**config.mk**
```make
export PLATFORM = sky130hd
export DESIGN_NAME = bfep_bridge
export DESIGN_NICKNAME = d
export VERILOG_FILES = /design/src/hdl/bfep_pkg.sv /design/src/hdl/bfep_fwd_decode.sv /design/src/hdl/bfep_err_policy.sv /design/src/hdl/bfep_bridge.sv
export SDC_FILE = /design/constraint.sdc
export NUM_CORES = 1
export LEC_CHECK = 0
export ABC_AREA = 1
export BUFFER_PORTS_ARGS = -buffer_cell sky130_fd_sc_hd__clkbuf_2
export CAP_MARGIN = 20
export CORE_AREA = 2 2 128 130
export DETAILED_ROUTE_END_ITERATION = 8
export DIE_AREA = 0 0 130 132
export HOLD_SLACK_MARGIN = 0.15
export PLACE_DENSITY = 0.71
export SYNTH_ARGS = -nofsm -noshare
export SYNTH_HDL_FRONTEND = slang
export SYNTH_SLANG_ARGS = --single-unit
```
**constraint.sdc**
```tcl
create_clock -name clk -period 1 [get_ports clk]
set_input_delay 0.1 -clock clk [delete_from_list [all_inputs] [get_ports clk]]
set_output_delay 0.1 -clock clk [all_outputs]
set_load 0.01 [all_outputs]
```
**src/hdl/bfep_pkg.sv**
```systemverilog
package bfep_pkg;
    // configuration offsets (byte addresses, dword aligned)
    localparam logic [7:0] CFG_CMD_DW = 8'h04;
    localparam logic [7:0] CFG_BRCTL_DW = 8'h3c;
    localparam logic [7:0] CFG_CHIPCTL_DW = 8'h40;
    localparam logic [7:0] CFG_EXT_FIRST = 8'h40;
    // command register
    localparam int CMD_SERR_EN_BIT = 8;
    localparam logic [15:0] CMD_RESET = 16'h0000;
    localparam logic [15:0] CMD_WMASK = 16'h0100;
    // bridge policy control bit positions
    localparam int BC_PARITY_BIT = 0;
    localparam int BC_SERR_FWD_BIT = 1;
    localparam int BC_ISA_BIT = 2;
    localparam int BC_VGA_BIT = 3;
    localparam int BC_MAMODE_BIT = 5;
    localparam logic [15:0] BC_RESET = 16'h0000;
    // bit 4 reserved, 7 and 10 and 15..12 not held here
    localparam logic [15:0] BC_WMASK = 16'h0b6f;
    // chip function control
    localparam int CC_PREFETCH_OFF_BIT = 4;
    localparam logic [7:0] CC_RESET = 8'h00;
    localparam logic [7:0] CC_WMASK = 8'h12;
    // master abort read data
    localparam logic [31:0] ABORT_READ_DATA = 32'hffffffff;
    // legacy video ranges
    localparam logic [31:0] VGA_MEM_LO = 32'h000a0000;
    localparam logic [31:0] VGA_MEM_HI = 32'h000bffff;
    localparam logic [31:0] VGA_IO1_LO = 32'h000003b0;
    localparam logic [31:0] VGA_IO1_HI = 32'h000003bb;
    localparam logic [31:0] VGA_IO2_LO = 32'h000003c0;
    localparam logic [31:0] VGA_IO2_HI = 32'h000003df;
    // legacy alias blocking: first 64K of io space, top 768 bytes of each 1K
    localparam logic [31:0] ISA_SPACE_TOP = 32'h0000ffff;
endpackage

```
**src/hdl/bfep_fwd_decode.sv**
```systemverilog
`timescale 1ns/1ps
module bfep_fwd_decode (
    input wire logic [31:0] addr,
    input wire logic isIo,
    input wire logic isMem,
    input wire logic [31:0] ioBase,
    input wire logic [31:0] ioLimit,
    input wire logic [31:0] memBase,
    input wire logic [31:0] memLimit,
    input wire logic vgaEnable,
    input wire logic isaEnable,
    output logic downHit,
    output logic upHit
);
    function automatic logic inRange(input logic [31:0] a, input logic [31:0] lo,
                                     input logic [31:0] hi);
        inRange = (a >= lo) && (a <= hi);
    endfunction

    logic vgaHit;
    logic ioWin;
    logic memWin;
    logic isaAlias;

    always_comb begin
        vgaHit = (isMem && inRange(addr, bfep_pkg::VGA_MEM_LO, bfep_pkg::VGA_MEM_HI))
            || (isIo && inRange(addr, bfep_pkg::VGA_IO1_LO, bfep_pkg::VGA_IO1_HI))
            || (isIo && inRange(addr, bfep_pkg::VGA_IO2_LO, bfep_pkg::VGA_IO2_HI));
        ioWin = isIo && inRange(addr, ioBase, ioLimit);
        memWin = isMem && inRange(addr, memBase, memLimit);
        // top 768 bytes of a 1K block: offset 0x100..0x3ff
        isaAlias = (addr <= bfep_pkg::ISA_SPACE_TOP) && (addr[9:8] != 2'b00);
        // video ranges win over windows and alias blocking
        downHit = (vgaEnable && vgaHit)
            || (ioWin && !(isaEnable && isaAlias))
            || memWin;
        // video ranges never go upstream while enabled
        upHit = !(vgaEnable && vgaHit)
            && ((isIo && (!ioWin || (isaEnable && isaAlias)))
                || (isMem && !memWin));
    end
endmodule // bfep_fwd_decode

```
**src/hdl/bfep_err_policy.sv**
```systemverilog
`timescale 1ns/1ps
module bfep_err_policy (
    input wire logic clk,
    input wire logic rst_b,
    input wire logic masterAbort,
    input wire logic abortIsRead,
    input wire logic abortCompleted,
    input wire logic masterAbortMode,
    input wire logic serrEnable,
    input wire logic serrForward,
    input wire logic secondarySystemErrorIn,
    input wire logic parityResponse,
    input wire logic secAddrParityErr,
    input wire logic secDataParityErr,
    output logic primarySystemErrorOut,
    output logic targetAbortOut,
    output logic abortReadValid,
    output logic [31:0] abortReadData,
    output logic writeDiscardOut,
    output logic secondaryParityErrorOut
);
    logic serrCause;

    always_comb begin
        serrCause = (masterAbort && masterAbortMode && abortCompleted)
            || (secondarySystemErrorIn && serrForward);
    end

    always_ff @(posedge clk or negedge rst_b) begin
        if (!rst_b) begin
            primarySystemErrorOut <= 1'b0;
        end else begin
            // gated by command enable for every cause
            primarySystemErrorOut <= serrCause && serrEnable;
        end
    end

    always_ff @(posedge clk or negedge rst_b) begin
        if (!rst_b) begin
            targetAbortOut <= 1'b0;
            abortReadValid <= 1'b0;
            writeDiscardOut <= 1'b0;
        end else begin
            targetAbortOut <= masterAbort && masterAbortMode && !abortCompleted;
            abortReadValid <= masterAbort && !masterAbortMode && abortIsRead;
            writeDiscardOut <= masterAbort && !masterAbortMode && !abortIsRead;
        end
    end

    always_ff @(posedge clk or negedge rst_b) begin
        if (!rst_b) begin
            abortReadData <= 32'h00000000;
        end else if (masterAbort && !masterAbortMode && abortIsRead) begin
            abortReadData <= bfep_pkg::ABORT_READ_DATA;
        end else begin
            abortReadData <= 32'h00000000;
        end
    end

    always_ff @(posedge clk or negedge rst_b) begin
        if (!rst_b) begin
            secondaryParityErrorOut <= 1'b0;
        end else begin
            secondaryParityErrorOut <= parityResponse
                && (secAddrParityErr || secDataParityErr);
        end
    end
endmodule // bfep_err_policy

```
**src/hdl/bfep_bridge.sv**
```systemverilog
`timescale 1ns/1ps
module bfep_bridge (
    input wire logic clk,
    input wire logic rst_b,
    input wire logic cfgWrite,
    input wire logic cfgRead,
    input wire logic [7:0] cfgAddr,
    input wire logic [3:0] cfgByteEn,
    input wire logic [31:0] cfgWrData,
    output logic [31:0] cfgRdData,
    output logic cfgRdValid,
    input wire logic d3ToD0,
    input wire logic [31:0] ioBase,
    input wire logic [31:0] ioLimit,
    input wire logic [31:0] memBase,
    input wire logic [31:0] memLimit,
    input wire logic priReq,
    input wire logic [31:0] priAddr,
    input wire logic priIsIo,
    input wire logic priIsMem,
    output logic priClaim,
    input wire logic secReq,
    input wire logic [31:0] secAddr,
    input wire logic secIsIo,
    input wire logic secIsMem,
    input wire logic secIsRead,
    output logic secClaim,
    output logic secPrefetch,
    input wire logic masterAbort,
    input wire logic abortIsRead,
    input wire logic abortCompleted,
    output logic targetAbortOut,
    output logic abortReadValid,
    output logic [31:0] abortReadData,
    output logic writeDiscardOut,
    input wire logic secondary_system_error_in,
    output logic primary_system_error_out,
    input wire logic secAddrParityErr,
    input wire logic secDataParityErr,
    output logic secondary_parity_error_out
);
    logic [15:0] cmdReg_r;
    logic [15:0] bridgePolicyControl_r;
    logic [7:0] chipFunctionControl_r;
    logic [15:0] cmdReg_nxt;
    logic [15:0] bridgePolicyControl_nxt;
    logic [7:0] chipFunctionControl_nxt;
    logic [31:0] rdWord;
    logic downHit;
    logic upHit;
    logic priClaim_nxt;
    logic secClaim_nxt;

    // merge byte lanes under a write mask
    function automatic logic [15:0] mergeHalf(input logic [15:0] old,
                                              input logic [15:0] data,
                                              input logic [1:0] be,
                                              input logic [15:0] wmask);
        logic [15:0] lanes;
        lanes = {{8{be[1]}}, {8{be[0]}}} & wmask;
        mergeHalf = (old & ~lanes) | (data & lanes);
    endfunction

    function automatic logic cfgHit(input logic [7:0] a, input logic [7:0] dw);
        cfgHit = (a[7:2] == dw[7:2]);
    endfunction

    // config write decode
    always_comb begin
        cmdReg_nxt = cmdReg_r;
        bridgePolicyControl_nxt = bridgePolicyControl_r;
        chipFunctionControl_nxt = chipFunctionControl_r;
        if (cfgWrite && cfgHit(cfgAddr, bfep_pkg::CFG_CMD_DW)) begin
            cmdReg_nxt = mergeHalf(cmdReg_r, cfgWrData[15:0], cfgByteEn[1:0],
                                   bfep_pkg::CMD_WMASK);
        end
        if (cfgWrite && cfgHit(cfgAddr, bfep_pkg::CFG_BRCTL_DW)) begin
            // bit 4 is outside the write mask and stays zero
            bridgePolicyControl_nxt = mergeHalf(bridgePolicyControl_r, cfgWrData[31:16],
                                                cfgByteEn[3:2],
                                                bfep_pkg::BC_WMASK);
        end
        if (cfgWrite && cfgByteEn[0] && cfgHit(cfgAddr, bfep_pkg::CFG_CHIPCTL_DW)) begin
            chipFunctionControl_nxt = (chipFunctionControl_r & ~bfep_pkg::CC_WMASK)
                | (cfgWrData[7:0] & bfep_pkg::CC_WMASK);
        end
    end

    // standard header registers fall back to defaults on wake from D3
    always_ff @(posedge clk or negedge rst_b) begin
        if (!rst_b) begin
            cmdReg_r <= bfep_pkg::CMD_RESET;
        end else if (d3ToD0) begin
            cmdReg_r <= bfep_pkg::CMD_RESET;
        end else begin
            cmdReg_r <= cmdReg_nxt;
        end
    end

    always_ff @(posedge clk or negedge rst_b) begin
        if (!rst_b) begin
            bridgePolicyControl_r <= bfep_pkg::BC_RESET;
        end else if (d3ToD0) begin
            bridgePolicyControl_r <= bfep_pkg::BC_RESET;
        end else begin
            bridgePolicyControl_r <= bridgePolicyControl_nxt;
        end
    end

    // extension space ignores the wake strobe, only rst_b clears it
    always_ff @(posedge clk or negedge rst_b) begin
        if (!rst_b) begin
            chipFunctionControl_r <= bfep_pkg::CC_RESET;
        end else begin
            chipFunctionControl_r <= chipFunctionControl_nxt;
        end
    end

    // config read mux; unimplemented extension offsets read zero
    always_comb begin
        rdWord = 32'h00000000;
        if (cfgHit(cfgAddr, bfep_pkg::CFG_CMD_DW)) begin
            rdWord = {16'h0000, cmdReg_r};
        end else if (cfgHit(cfgAddr, bfep_pkg::CFG_BRCTL_DW)) begin
            rdWord = {bridgePolicyControl_r & bfep_pkg::BC_WMASK, 16'h0000};
        end else if (cfgHit(cfgAddr, bfep_pkg::CFG_CHIPCTL_DW)) begin
            rdWord = {24'h000000, chipFunctionControl_r & bfep_pkg::CC_WMASK};
        end
    end

    always_ff @(posedge clk or negedge rst_b) begin
        if (!rst_b) begin
            cfgRdData <= 32'h00000000;
            cfgRdValid <= 1'b0;
        end else begin
            cfgRdData <= cfgRead ? rdWord : 32'h00000000;
            cfgRdValid <= cfgRead;
        end
    end

    // one decoder serves both directions; each side uses its own half
    logic [31:0] decAddr;
    logic decIo;
    logic decMem;

    // primary has priority when both sides present an address at once
    always_comb begin
        decAddr = priReq ? priAddr : secAddr;
        decIo = priReq ? priIsIo : secIsIo;
        decMem = priReq ? priIsMem : secIsMem;
    end

    bfep_fwd_decode bfep_fwd_decode_inst (
        .addr(decAddr),
        .isIo(decIo),
        .isMem(decMem),
        .ioBase(ioBase),
        .ioLimit(ioLimit),
        .memBase(memBase),
        .memLimit(memLimit),
        .vgaEnable(bridgePolicyControl_r[bfep_pkg::BC_VGA_BIT]),
        .isaEnable(bridgePolicyControl_r[bfep_pkg::BC_ISA_BIT]),
        .downHit(downHit),
        .upHit(upHit)
    );

    always_comb begin
        priClaim_nxt = priReq && downHit;
        secClaim_nxt = !priReq && secReq && upHit;
    end

    always_ff @(posedge clk or negedge rst_b) begin
        if (!rst_b) begin
            priClaim <= 1'b0;
            secClaim <= 1'b0;
            secPrefetch <= 1'b0;
        end else begin
            priClaim <= priClaim_nxt;
            secClaim <= secClaim_nxt;
            secPrefetch <= secClaim_nxt && secIsMem && secIsRead
                && !chipFunctionControl_r[bfep_pkg::CC_PREFETCH_OFF_BIT];
        end
    end

    bfep_err_policy bfep_err_policy_inst (
        .clk(clk),
        .rst_b(rst_b),
        .masterAbort(masterAbort),
        .abortIsRead(abortIsRead),
        .abortCompleted(abortCompleted),
        .masterAbortMode(bridgePolicyControl_r[bfep_pkg::BC_MAMODE_BIT]),
        .serrEnable(cmdReg_r[bfep_pkg::CMD_SERR_EN_BIT]),
        .serrForward(bridgePolicyControl_r[bfep_pkg::BC_SERR_FWD_BIT]),
        .secondarySystemErrorIn(secondary_system_error_in),
        .parityResponse(bridgePolicyControl_r[bfep_pkg::BC_PARITY_BIT]),
        .secAddrParityErr(secAddrParityErr),
        .secDataParityErr(secDataParityErr),
        .primarySystemErrorOut(primary_system_error_out),
        .targetAbortOut(targetAbortOut),
        .abortReadValid(abortReadValid),
        .abortReadData(abortReadData),
        .writeDiscardOut(writeDiscardOut),
        .secondaryParityErrorOut(secondary_parity_error_out)
    );
endmodule // bfep_bridge

```
# Word level (Yosys, flattened, before mapping)
# Index checks and enable logic that the tools add are counted.
# totals
ff_bits,113
latch_bits,0
ramBits,0
mem_bits_ro,0
in_bits,254
out_inout_bits,73
memories,0
# classes
add_sub_neg,0
mul,0
div,0
order_cmp,11
eq_ne,3
shifts,0
mux,12
n_bitwise,9
n_reduce_logical,56
# ops
op,n
two-way mux 32 bit,4
">= comparator 32 x 10 -> 1 bit, second input constant",2
>= comparator 32 bit,2
"less-or-equal comparator 32 x 10 -> 1 bit, second input constant",2
less-or-equal comparator 32 bit,2
two-way mux 16 bit,4
logical AND 1 bit,36
AND 16 bit,2
">= comparator 32 x 20 -> 1 bit, second input constant",1
"less-or-equal comparator 32 x 16 -> 1 bit, second input constant",1
"less-or-equal comparator 32 x 20 -> 1 bit, second input constant",1
bitwise OR 16 bit,2
two-way mux 28 bit,1
AND 16 x 12 -> 16 bit,1
AND 16 x 9 -> 16 bit,1
inverter 12 -> 16 bit,1
inverter 9 -> 16 bit,1
zero test 1 bit,9
logical OR 1 bit,8
bitwise OR 8 x 5 -> 8 bit,1
"equality test 6 x 1 -> 1 bit, second input constant",1
"equality test 6 x 4 -> 1 bit, second input constant",1
"equality test 6 x 5 -> 1 bit, second input constant",1
nonzero test 2 bit,3
2 further kinds,3

# Logic depth before layout (Yosys ltp)
# Gate-level depths: netlist (run 1).
# logic_depth
word_depth,13
depth_mapped,22
ltp_nobuf,20

# Modules after synthesis
# From an unflattened synthesis (run 1), not the netlist that was laid out.
# hier_totals
hier_cells,901
hier_area_um2,5828.1
# modules_own_cells
mod,instances,cells_each,area_each_um2,seq_area_each_um2
bfep_fwd_decode,1,572,3534.6,0.0
bfep_bridge,1,282,1865.5,725.7
bfep_err_policy,1,47,427.9,125.1

# Worst setup path before layout (run 1)
# No wires, ideal clock.
# synth_timing
path_type,input to register
startpoint,in priReq
endpoint,reg secPrefetch
arrival_time_ns,1.797
t_required_ns,0.885
setup_slack_ns,-0.912
cell_stages,19
n_path_buf,2
path_cell_list,buf_4 > buf_6 > nand2_1 > and2_1 > inv_1 > ha_1 > nand2_1 > nor2_1 > nand3_1 > nor2_1 > nor2_1 > nand2_1 > nand2_1 > a21oi_1 > nand2_1 > nand2_1 > nand2_1 > nand2_1 > nor2_1
# synth_via
elab_chain_len,13
# synth_rtl
element,line_no,text
from (decl),bfep_bridge.sv:17,"input wire logic priReq,"
two-way mux 32 bit,bfep_bridge.sv:148,decAddr = priReq ? priAddr : secAddr;
>= comparator 32 x 20 -> 1 bit (tied with other cells),bfep_fwd_decode.sv:17,inRange = (a >= lo) && (a <= hi);
logical AND 1 bit,bfep_fwd_decode.sv:17,
"logical AND 1 bit, on equally long branches","bfep_fwd_decode.sv:26, bfep_fwd_decode.sv:27, bfep_fwd_decode.sv:29",
logical OR 1 bit / zero test 1 bit (equally long branches),"bfep_fwd_decode.sv:27, bfep_fwd_decode.sv:39",
"logical OR 1 bit, on equally long branches","bfep_fwd_decode.sv:28, bfep_fwd_decode.sv:39",
"logical AND 1 bit, on equally long branches","bfep_fwd_decode.sv:38, bfep_fwd_decode.sv:39",
zero test 1 bit / logical OR 1 bit (equally long branches),"bfep_fwd_decode.sv:38, bfep_fwd_decode.sv:40",
logical AND 1 bit,bfep_fwd_decode.sv:39,&& ((isIo && (!ioWin || (isaEnable && isaAlias)))
logical AND 1 bit (*),bfep_bridge.sv:169,secClaim_nxt = !priReq && secReq && upHit;
logical AND 1 bit (*) (2 in a row),bfep_bridge.sv:180,secPrefetch <= secClaim_nxt && secIsMem && secIsRead
logical AND 1 bit (*),bfep_bridge.sv:181,&& !chipFunctionControl_r[bfep_pkg::CC_PREFETCH_OFF_BIT];
to (signal assigned),bfep_bridge.sv:180,
to (decl),bfep_bridge.sv:28,"output logic secPrefetch,"
# Mark *: on every way between the ends. The rest lies on a longest branch, timed or not.
# A chain may end at the register's enable or synchronous reset.

# Worst setup path in the final report (run 1)
# layout_timing
startpoint,in priReq
endpoint,reg secClaim
# layout_via
elab_chain_len,10
# layout_rtl
element,line_no,text
two-way mux 32 bit,bfep_bridge.sv:148,
>= comparator 32 x 20 -> 1 bit (tied with other cells),bfep_fwd_decode.sv:17,
logical AND 1 bit,bfep_fwd_decode.sv:17,
"logical AND 1 bit, on equally long branches","bfep_fwd_decode.sv:26, bfep_fwd_decode.sv:27, bfep_fwd_decode.sv:29",
logical OR 1 bit / zero test 1 bit (equally long branches),"bfep_fwd_decode.sv:27, bfep_fwd_decode.sv:39",
"logical OR 1 bit, on equally long branches","bfep_fwd_decode.sv:28, bfep_fwd_decode.sv:39",
"logical AND 1 bit, on equally long branches","bfep_fwd_decode.sv:38, bfep_fwd_decode.sv:39",
zero test 1 bit / logical OR 1 bit (equally long branches),"bfep_fwd_decode.sv:38, bfep_fwd_decode.sv:40",
logical AND 1 bit,bfep_fwd_decode.sv:39,
logical AND 1 bit (*),bfep_bridge.sv:169,
net secClaim_nxt,bfep_bridge.sv:52,logic secClaim_nxt;
to (signal assigned),bfep_bridge.sv:179,secClaim <= secClaim_nxt;
to (decl),bfep_bridge.sv:27,"output logic secClaim,"
# Mark *: on every way through the listed nets, which the timed path passes. The rest lies on a longest branch.

==> impl_metrics.toml, run 1 <==
[global_routing]
grt_use_total_pct = 23.1
antenna_found_initial = 0
grt_overflow = 0
grt_max_degree = 35
grt_pass1_vias = 6696
grt_pass1_wl_mm = 31.9

[synthesis]
ys.flop_type = "dfrtp_1"
yosysWarnings = 0
syn_inst = 885
synth_edf_count = 0
synth_top_family_by_area = "adder cells"
synth.distinct_cells = 31
synth_compound_area_share_pct = 10.8
syn_area_mm2 = 0.00569
ys_seq_elements = 34
async_reset_ff_share_pct = 100
synth_xor_area_share_pct = 0
synth_mux_area_share_pct = 0.572
yosysSeqAreaShare_pct = 15.0
synth_area_per_cell_um2 = 6.43
synth_fa_ha_area_share_pct = 28.2
yosys.area_share.simple_pct = 25.1

[timing]
rsz0062_at_grt = "yes"
final.setup.tns_ns = -9.77
clock.fmax_mhz = 523
setup_viol = 49
hold_violations = 0
fin_skew_ns = 0.00183
fin_crit_sh_pct = 191
layout_min_cycle_time_ns = 1.91
setup_slack_ns = -0.912
drv_slew = 0

[clock_network]
clock_path_buffers = 2
clock_latency_ns = 0.28
numCtsBuffers = 5
cts_root_buf = "clkbuf_16"
cts_tree = "yes"
path_clk_slew_ns = 0.05
h-tree-depth = 2
cts.sinks = 34

[route]
ant_nets = 0
dr.pass1.iters = 4
dr.first_iter.drc_count = 243
route.detailed.drc = 0
wirelength_mm = 20.5
num_vias = 6572
wl_per_cell_um = 14.3
viasPerCell = 4.59

[floorplanning]
core_area_mm2 = 0.0157
dieArea_mm2 = 0.0172
std_cell_rows = 46
ios = 327
initial_core_util_pct = 36.2
die_w_um = 130
die_h_um = 132

[setup_path]
crit_path_start_kind = "primary input"
cp_slowest_cell = "ha_4"
cp-end-kind = "register"
worstPathArrival_ns = 2.08
worstPathMaxFanout = 6
path_cells = "clkbuf_16 -> inv_6 -> buf_6 -> or2_1 -> o21ai_2 -> inv_2 -> buf_4 -> ha_4 -> a21oi_1 -> o21a_1 -> nand2_1 -> a21oi_1 -> nand2_1 -> nand2_1 -> nand2_2 -> nand2_1 -> nand2_1 -> nand2_1 -> inv_1"
slowest_delay_ns = 0.24
crit_required_ns = 1.17
crit_top_cell = "nand2_1"
crit_type = "in2reg"

[layout]
area_delta_synth_final_pct = 53.0
final.fill_count = 1549
post-route-util_pct = 55.4
diodes = 0
seq_area_um2 = 856
drive_gt1_share_pct = 37.7
fin_nets = 1597
multi_input_area_mm2 = 0.00413

[hold_path]
hold_path.class = "in2reg"

[power]
peakVddDrop_uv = 586
p_leak_uw = 0.00530
power_uw = 6830
power.density_mw_per_mm2 = 785

[place]
dp.final_hpwl_mm = 16.7
gp_congestion = 0.940
io_buffers = 297

[run_status]
violations = "setup timing"
status = "finished, violations left"

[job]
maxCapViolCount = 0
## per-stage QoR
stage / cell area [µm²] / hold WS [ns] / worst slack [ns] / cells
2_1_floorplan: 5830 / -0.196 / -0.806 / 892
3_3_place_gp: 7560 / 0.0755 / -1.29 / 1398
3_5_place_dp: 7560 / 0.0774 / -1.31 / 1398
4_1_cts: 8160 / 0.117 / -0.903 / 1429
5_1_grt: 8700 / 0.207 / -1.07 / 1432
6_report: 8700 / 0.183 / -0.912 / 1432
## layer usage
metal  track usage, %  wire, µm  vias up
met5                0         0        -
met4             5.73       468        0
met3             3.41      1130       30
met2             40.0     10000      227
met1             29.9      8920     2926
li1                 -         -     3389
## state kept, by name, summed over array words and instances, names as in the netlist
name and count:
bfep_err_policy_inst.writeDiscardOut 1, bfep_err_policy_inst.secondaryParityErrorOut 1, secClaim 1, bridgePolicyControl_r 9
bfep_err_policy_inst.abortReadData 1, cfgRdData 13, bfep_err_policy_inst.primarySystemErrorOut 1, cfgRdValid 1
bfep_err_policy_inst.targetAbortOut 1, secPrefetch 1, priClaim 1, chipFunctionControl_r 2
cmdReg_r 1
## final timing paths
check,startpoint,end,slack [ns],cells past startpoint
min,cfgWrData[21],bridgePolicyControl_r[5]$_DFFE_PN0P_,0.18,3
max reg2reg,bridgePolicyControl_r[2]$_DFFE_PN0P_,secClaim$_DFF_PN0_,-0.17,10
min in group asynchronous,rst_b,bfep_err_policy_inst.targetAbortOut$_DFF_PN0_,0.34,3
min reg2reg,bridgePolicyControl_r[5]$_DFFE_PN0P_,bfep_err_policy_inst.writeDiscardOut$_DFF_PN0_,0.46,1
max in group asynchronous,rst_b,bfep_err_policy_inst.abortReadData[30]$_DFF_PN0_,0.47,3
max,priReq,secClaim$_DFF_PN0_,-0.91,19
## power breakdown
group / internal [µW] / switching [µW]
sequential: 1450 / 35.8
combinational: 1720 / 1900
clock: 1180 / 542
## final cells by class
class | instances | share of cell area [%]
Multi-Input combinational cell | 607 | 47.4
Tap cell | 216 | 3.11
Clock inverter | 1 | 0.345
Clock buffer | 7 | 1.52
Timing Repair Buffer | 377 | 29.4
Sequential cell | 34 | 9.83
Inverter | 190 | 8.32
## Yosys cell counts (8+ instances only)
master	count	area [µm²]
buf_4	53	398
nand3_1	15	75.1
nor3_1	16	80.1
ha_1	128	1600
nand2_1	242	908
a22oi_1	9	67.6
a21oi_1	62	310
inv_1	188	706
nand4_1	9	56.3
nor2_1	61	229
o21ai_0	24	120
o21a_1	8	60.1
dfrtp_1	34	851
## critical path, delay by kind of cell
family                     cells  cell delay (ns)
adders and majority gates      1             0.24
and+or+nand+nor                8             0.67
buffers and inverters          6             0.60
AOI/OAI and AO/OA              4             0.46
## timing repair
action / 4_1_cts / 5_1_grt
resized for setup: 48 / 153
endpoints found under the setup margin: 49 / 57
hold buffers: 16 / 1
buffers inserted: 5 / 1
pin swaps: 10 / 31
gates cloned: 2 / 1
endpoints found under the hold margin: 48 / 1
## logic make-up after synthesis
group | count (synthesis)
AND/OR/NAND/NOR | 355
buffers and inverters | 251
adder cells (fa/ha/maj) | 128
AO/OA/AOI/OAI | 113
flip-flops | 34
multiplexers | 3
other | 1
## cell usage in the layout, fill, tap and decap left out, types with 6 or more instances in the layout
cell type / synthesis / routed
nor2_1: 61 / 46
dlygate4sd3_1: 0 / 17
nand3_1: 15 / 13
a21oi_1: 62 / 59
nor2_2: 0 / 13
conb_1: 1 / 8
nand4_1: 9 / 9
buf_4: 53 / 50
ha_1: 128 / 115
o21ai_0: 24 / 19
ha_4: 0 / 13
o21a_1: 8 / 8
inv_1: 188 / 180
nand2_2: 0 / 23
nand2_1: 242 / 214
clkbuf_2: 0 / 250
clkbuf_16: 0 / 6
dfrtp_1: 34 / 32
nor3_1: 16 / 12
buf_6: 2 / 51
inv_2: 1 / 7
a22oi_1: 9 / 9
Power figures use the tool's default switching activity.
==> inputs of run 2 (changes only) <==
--- a/config.mk
+++ b/config.mk
@@ -13,6 +13,7 @@
 export DIE_AREA = 0 0 130 132
 export HOLD_SLACK_MARGIN = 0.15
 export PLACE_DENSITY = 0.71
+export SKIP_CTS_REPAIR_TIMING = 1
 export SYNTH_ARGS = -nofsm -noshare
 export SYNTH_HDL_FRONTEND = slang
 export SYNTH_SLANG_ARGS = --single-unit
==> run 2 against run 1 <==
The flow still finishes with violations (setup timing); flip-flop and latch count unchanged; sequential share of layout area is 0.13 points higher; sequential power hardly changed; fmax grew 0.84%; cell count decreased by 0.21%; largest power group unchanged.
==> impl_metrics.toml, run 2 (synthesized netlist as in run 1, its figures left out) <==
[run_status]
status = "finished, violations left"
violations = "setup timing"

[global_routing]
grt_pass1_vias = 6408
grt_pass1_wl_mm = 30.4
grt_overflow = 0
grt_use_total_pct = 21.9
grt_max_degree = 39
antenna_found_initial = 0

[layout]
diodes = 0
largest_register_ffs = 13
drive_gt1_share_pct = 37.3
fin_cells = 1429
mostFrequentLayoutCells = "clkbuf_2 (258), nand2_1 (218), inv_1 (179)"
final_cell_area_mm2 = 0.00859
fin_nets = 1594
post-route-util_pct = 54.7
regMostFlops = "cfgRdData"
reg.largest.list = "cfgRdData x13, bridgePolicyControl_r x9, chipFunctionControl_r x2"
area_delta_synth_final_pct = 51.0
final_common_cell = "clkbuf_2"

[job]
maxCapViolCount = 0

[setup_path]
crit_path_start_kind = "primary input"
path_cells = "buf_12 -> inv_6 -> buf_6 -> or2_1 -> o21ai_2 -> inv_2 -> ha_4 -> nand2_2 -> nor2_2 -> nand2_1 -> nor3_2 -> nand4_1 -> nand2_1 -> nand2_1 -> nand2_1 -> nand2_1 -> nand2_1 -> nor2_1"
r2r-start = "bridgePolicyControl_r[2]$_DFFE_PN0P_"
slowest_delay_ns = 0.28
crit_required_ns = 1.17
cp-end-kind = "register"
worstPathMaxFanout = 6
crit_top_cell = "nand2_1"
worstPathArrival_ns = 2.07
cp_slowest_cell = "ha_4"
worst-path-buf-inv = 4
critPathTopFamily = "simple AND/OR/NAND/NOR gates"
rr_endpoint = "secPrefetch$_DFF_PN0_"
ff2ff_path_depth = 10
path_depth = 18
crit_type = "in2reg"
ff2ff_setup_slack_ns = -0.16

[power]
p_sw_uw = 2460
power.share.clock_pct = 25.5
switching_share_pct = 36.3
p_seq_share_pct = 22.0
power.density_mw_per_mm2 = 787
p_leak_uw = 0.00526
pwr-share-comb_pct = 52.4
peakVddDrop_uv = 595
p_int_uw = 4300

[route]
wirelength_mm = 20.2
route.detailed.drc = 0
dr.pass1.iters = 5
dr.first_iter.drc_count = 228
viasPerCell = 4.56
wl_per_cell_um = 14.1
num_vias = 6517
ant_nets = 0

[place]
placed_cells = 1398
gp_congestion = 0.940
dpl-instance-area_mm2 = 0.00756
pre_cts_slack_ns = -1.31
io_buffers = 297
dp.final_hpwl_mm = 16.7

[floorplanning]
die_w_um = 130
die_h_um = 132
dieArea_mm2 = 0.0172
ios = 327
std_cell_rows = 46
initial_core_util_pct = 36.2
core_area_mm2 = 0.0157

[timing]
final.setup.tns_ns = -10.25
fin_crit_sh_pct = 190
setup_slack_ns = -0.896
clock.fmax_mhz = 527
setup_viol = 48
rsz0062_at_grt = "yes"
drv_slew = 0
fin_skew_ns = 0.00187
layout_min_cycle_time_ns = 1.90
hold_violations = 0

[clock_network]
cts_root_buf = "clkbuf_16"
numCtsBuffers = 5
clock_path_buffers = 2
cts_tree = "yes"
cts.sinks = 34
path_clk_slew_ns = 0.05
clock_latency_ns = 0.28
h-tree-depth = 2

[hold_path]
hold_start = "secIsMem"
worstHoldEndpoint = "secPrefetch$_DFF_PN0_"
holdPathStages = 3
hold_path.class = "in2reg"
==> run 2: cell count changes in the layout (fill, tap and decap cells not counted), sizes merged <==
| cell | change |
|---|---|
| dlygate4sd3 | -3 |
| buf | -10 |
| clkbuf | +10 |
==> run 2: worst reg2reg max path: cells and delay by family (launching register included) <==
family / cells / cell delay (ns)
compound gates: 1 / 0.10
flops: 1 / 0.40
simple gates: 9 / 0.55
==> run 2: worst max path at each step <==
stage | from | end
6_report | priReq | secPrefetch$_DFF_PN0_
4_1_cts | priReq | secPrefetch$_DFF_PN0_
2_1_floorplan | priReq | secPrefetch$_DFF_PN0_
3_5_place_dp | priReq | secPrefetch$_DFF_PN0_
5_1_grt | priReq | secPrefetch$_DFF_PN0_
3_3_place_gp | priReq | secPrefetch$_DFF_PN0_
==> run 2: layout make-up <==
class,instances,area (µm²)
clock buffer,7,133
inverter,190,724
tap,216,270
fill,1562,7120
multi-input combinational,607,4090
timing repair buffer,374,2480
clock inverter,1,30.0
sequential,34,856
==> run 2: metrics by stage <==
step | power, µW | hold slack, ns
final | 6760 | 0.101
after global routing | 7310 | 0.128
after CTS | 6300 | -0.216
after detailed placement | 4560 | 0.0774
after global placement | 4500 | 0.0755
after floorplan | 3390 | -0.196
==> run 2: per-layer routing <==
layer	track usage [%]	part of all wire, %	vias up
met5	0	0	-
met4	5.38	2.2	0
met3	2.60	5.3	33
met2	37.8	49	228
met1	28.8	44	2882
li1	-	-	3374
==> run 2: power groups by stage <==
stage / sequential, µW / combinational [µW] / clock [µW]
after floorplan: 1530 / 1860 / 0
after global placement: 1520 / 2980 / 0
after detailed placement: 1530 / 3040 / 0
after CTS: 1500 / 3060 / 1740
after global routing: 1500 / 4010 / 1800
final: 1490 / 3550 / 1730
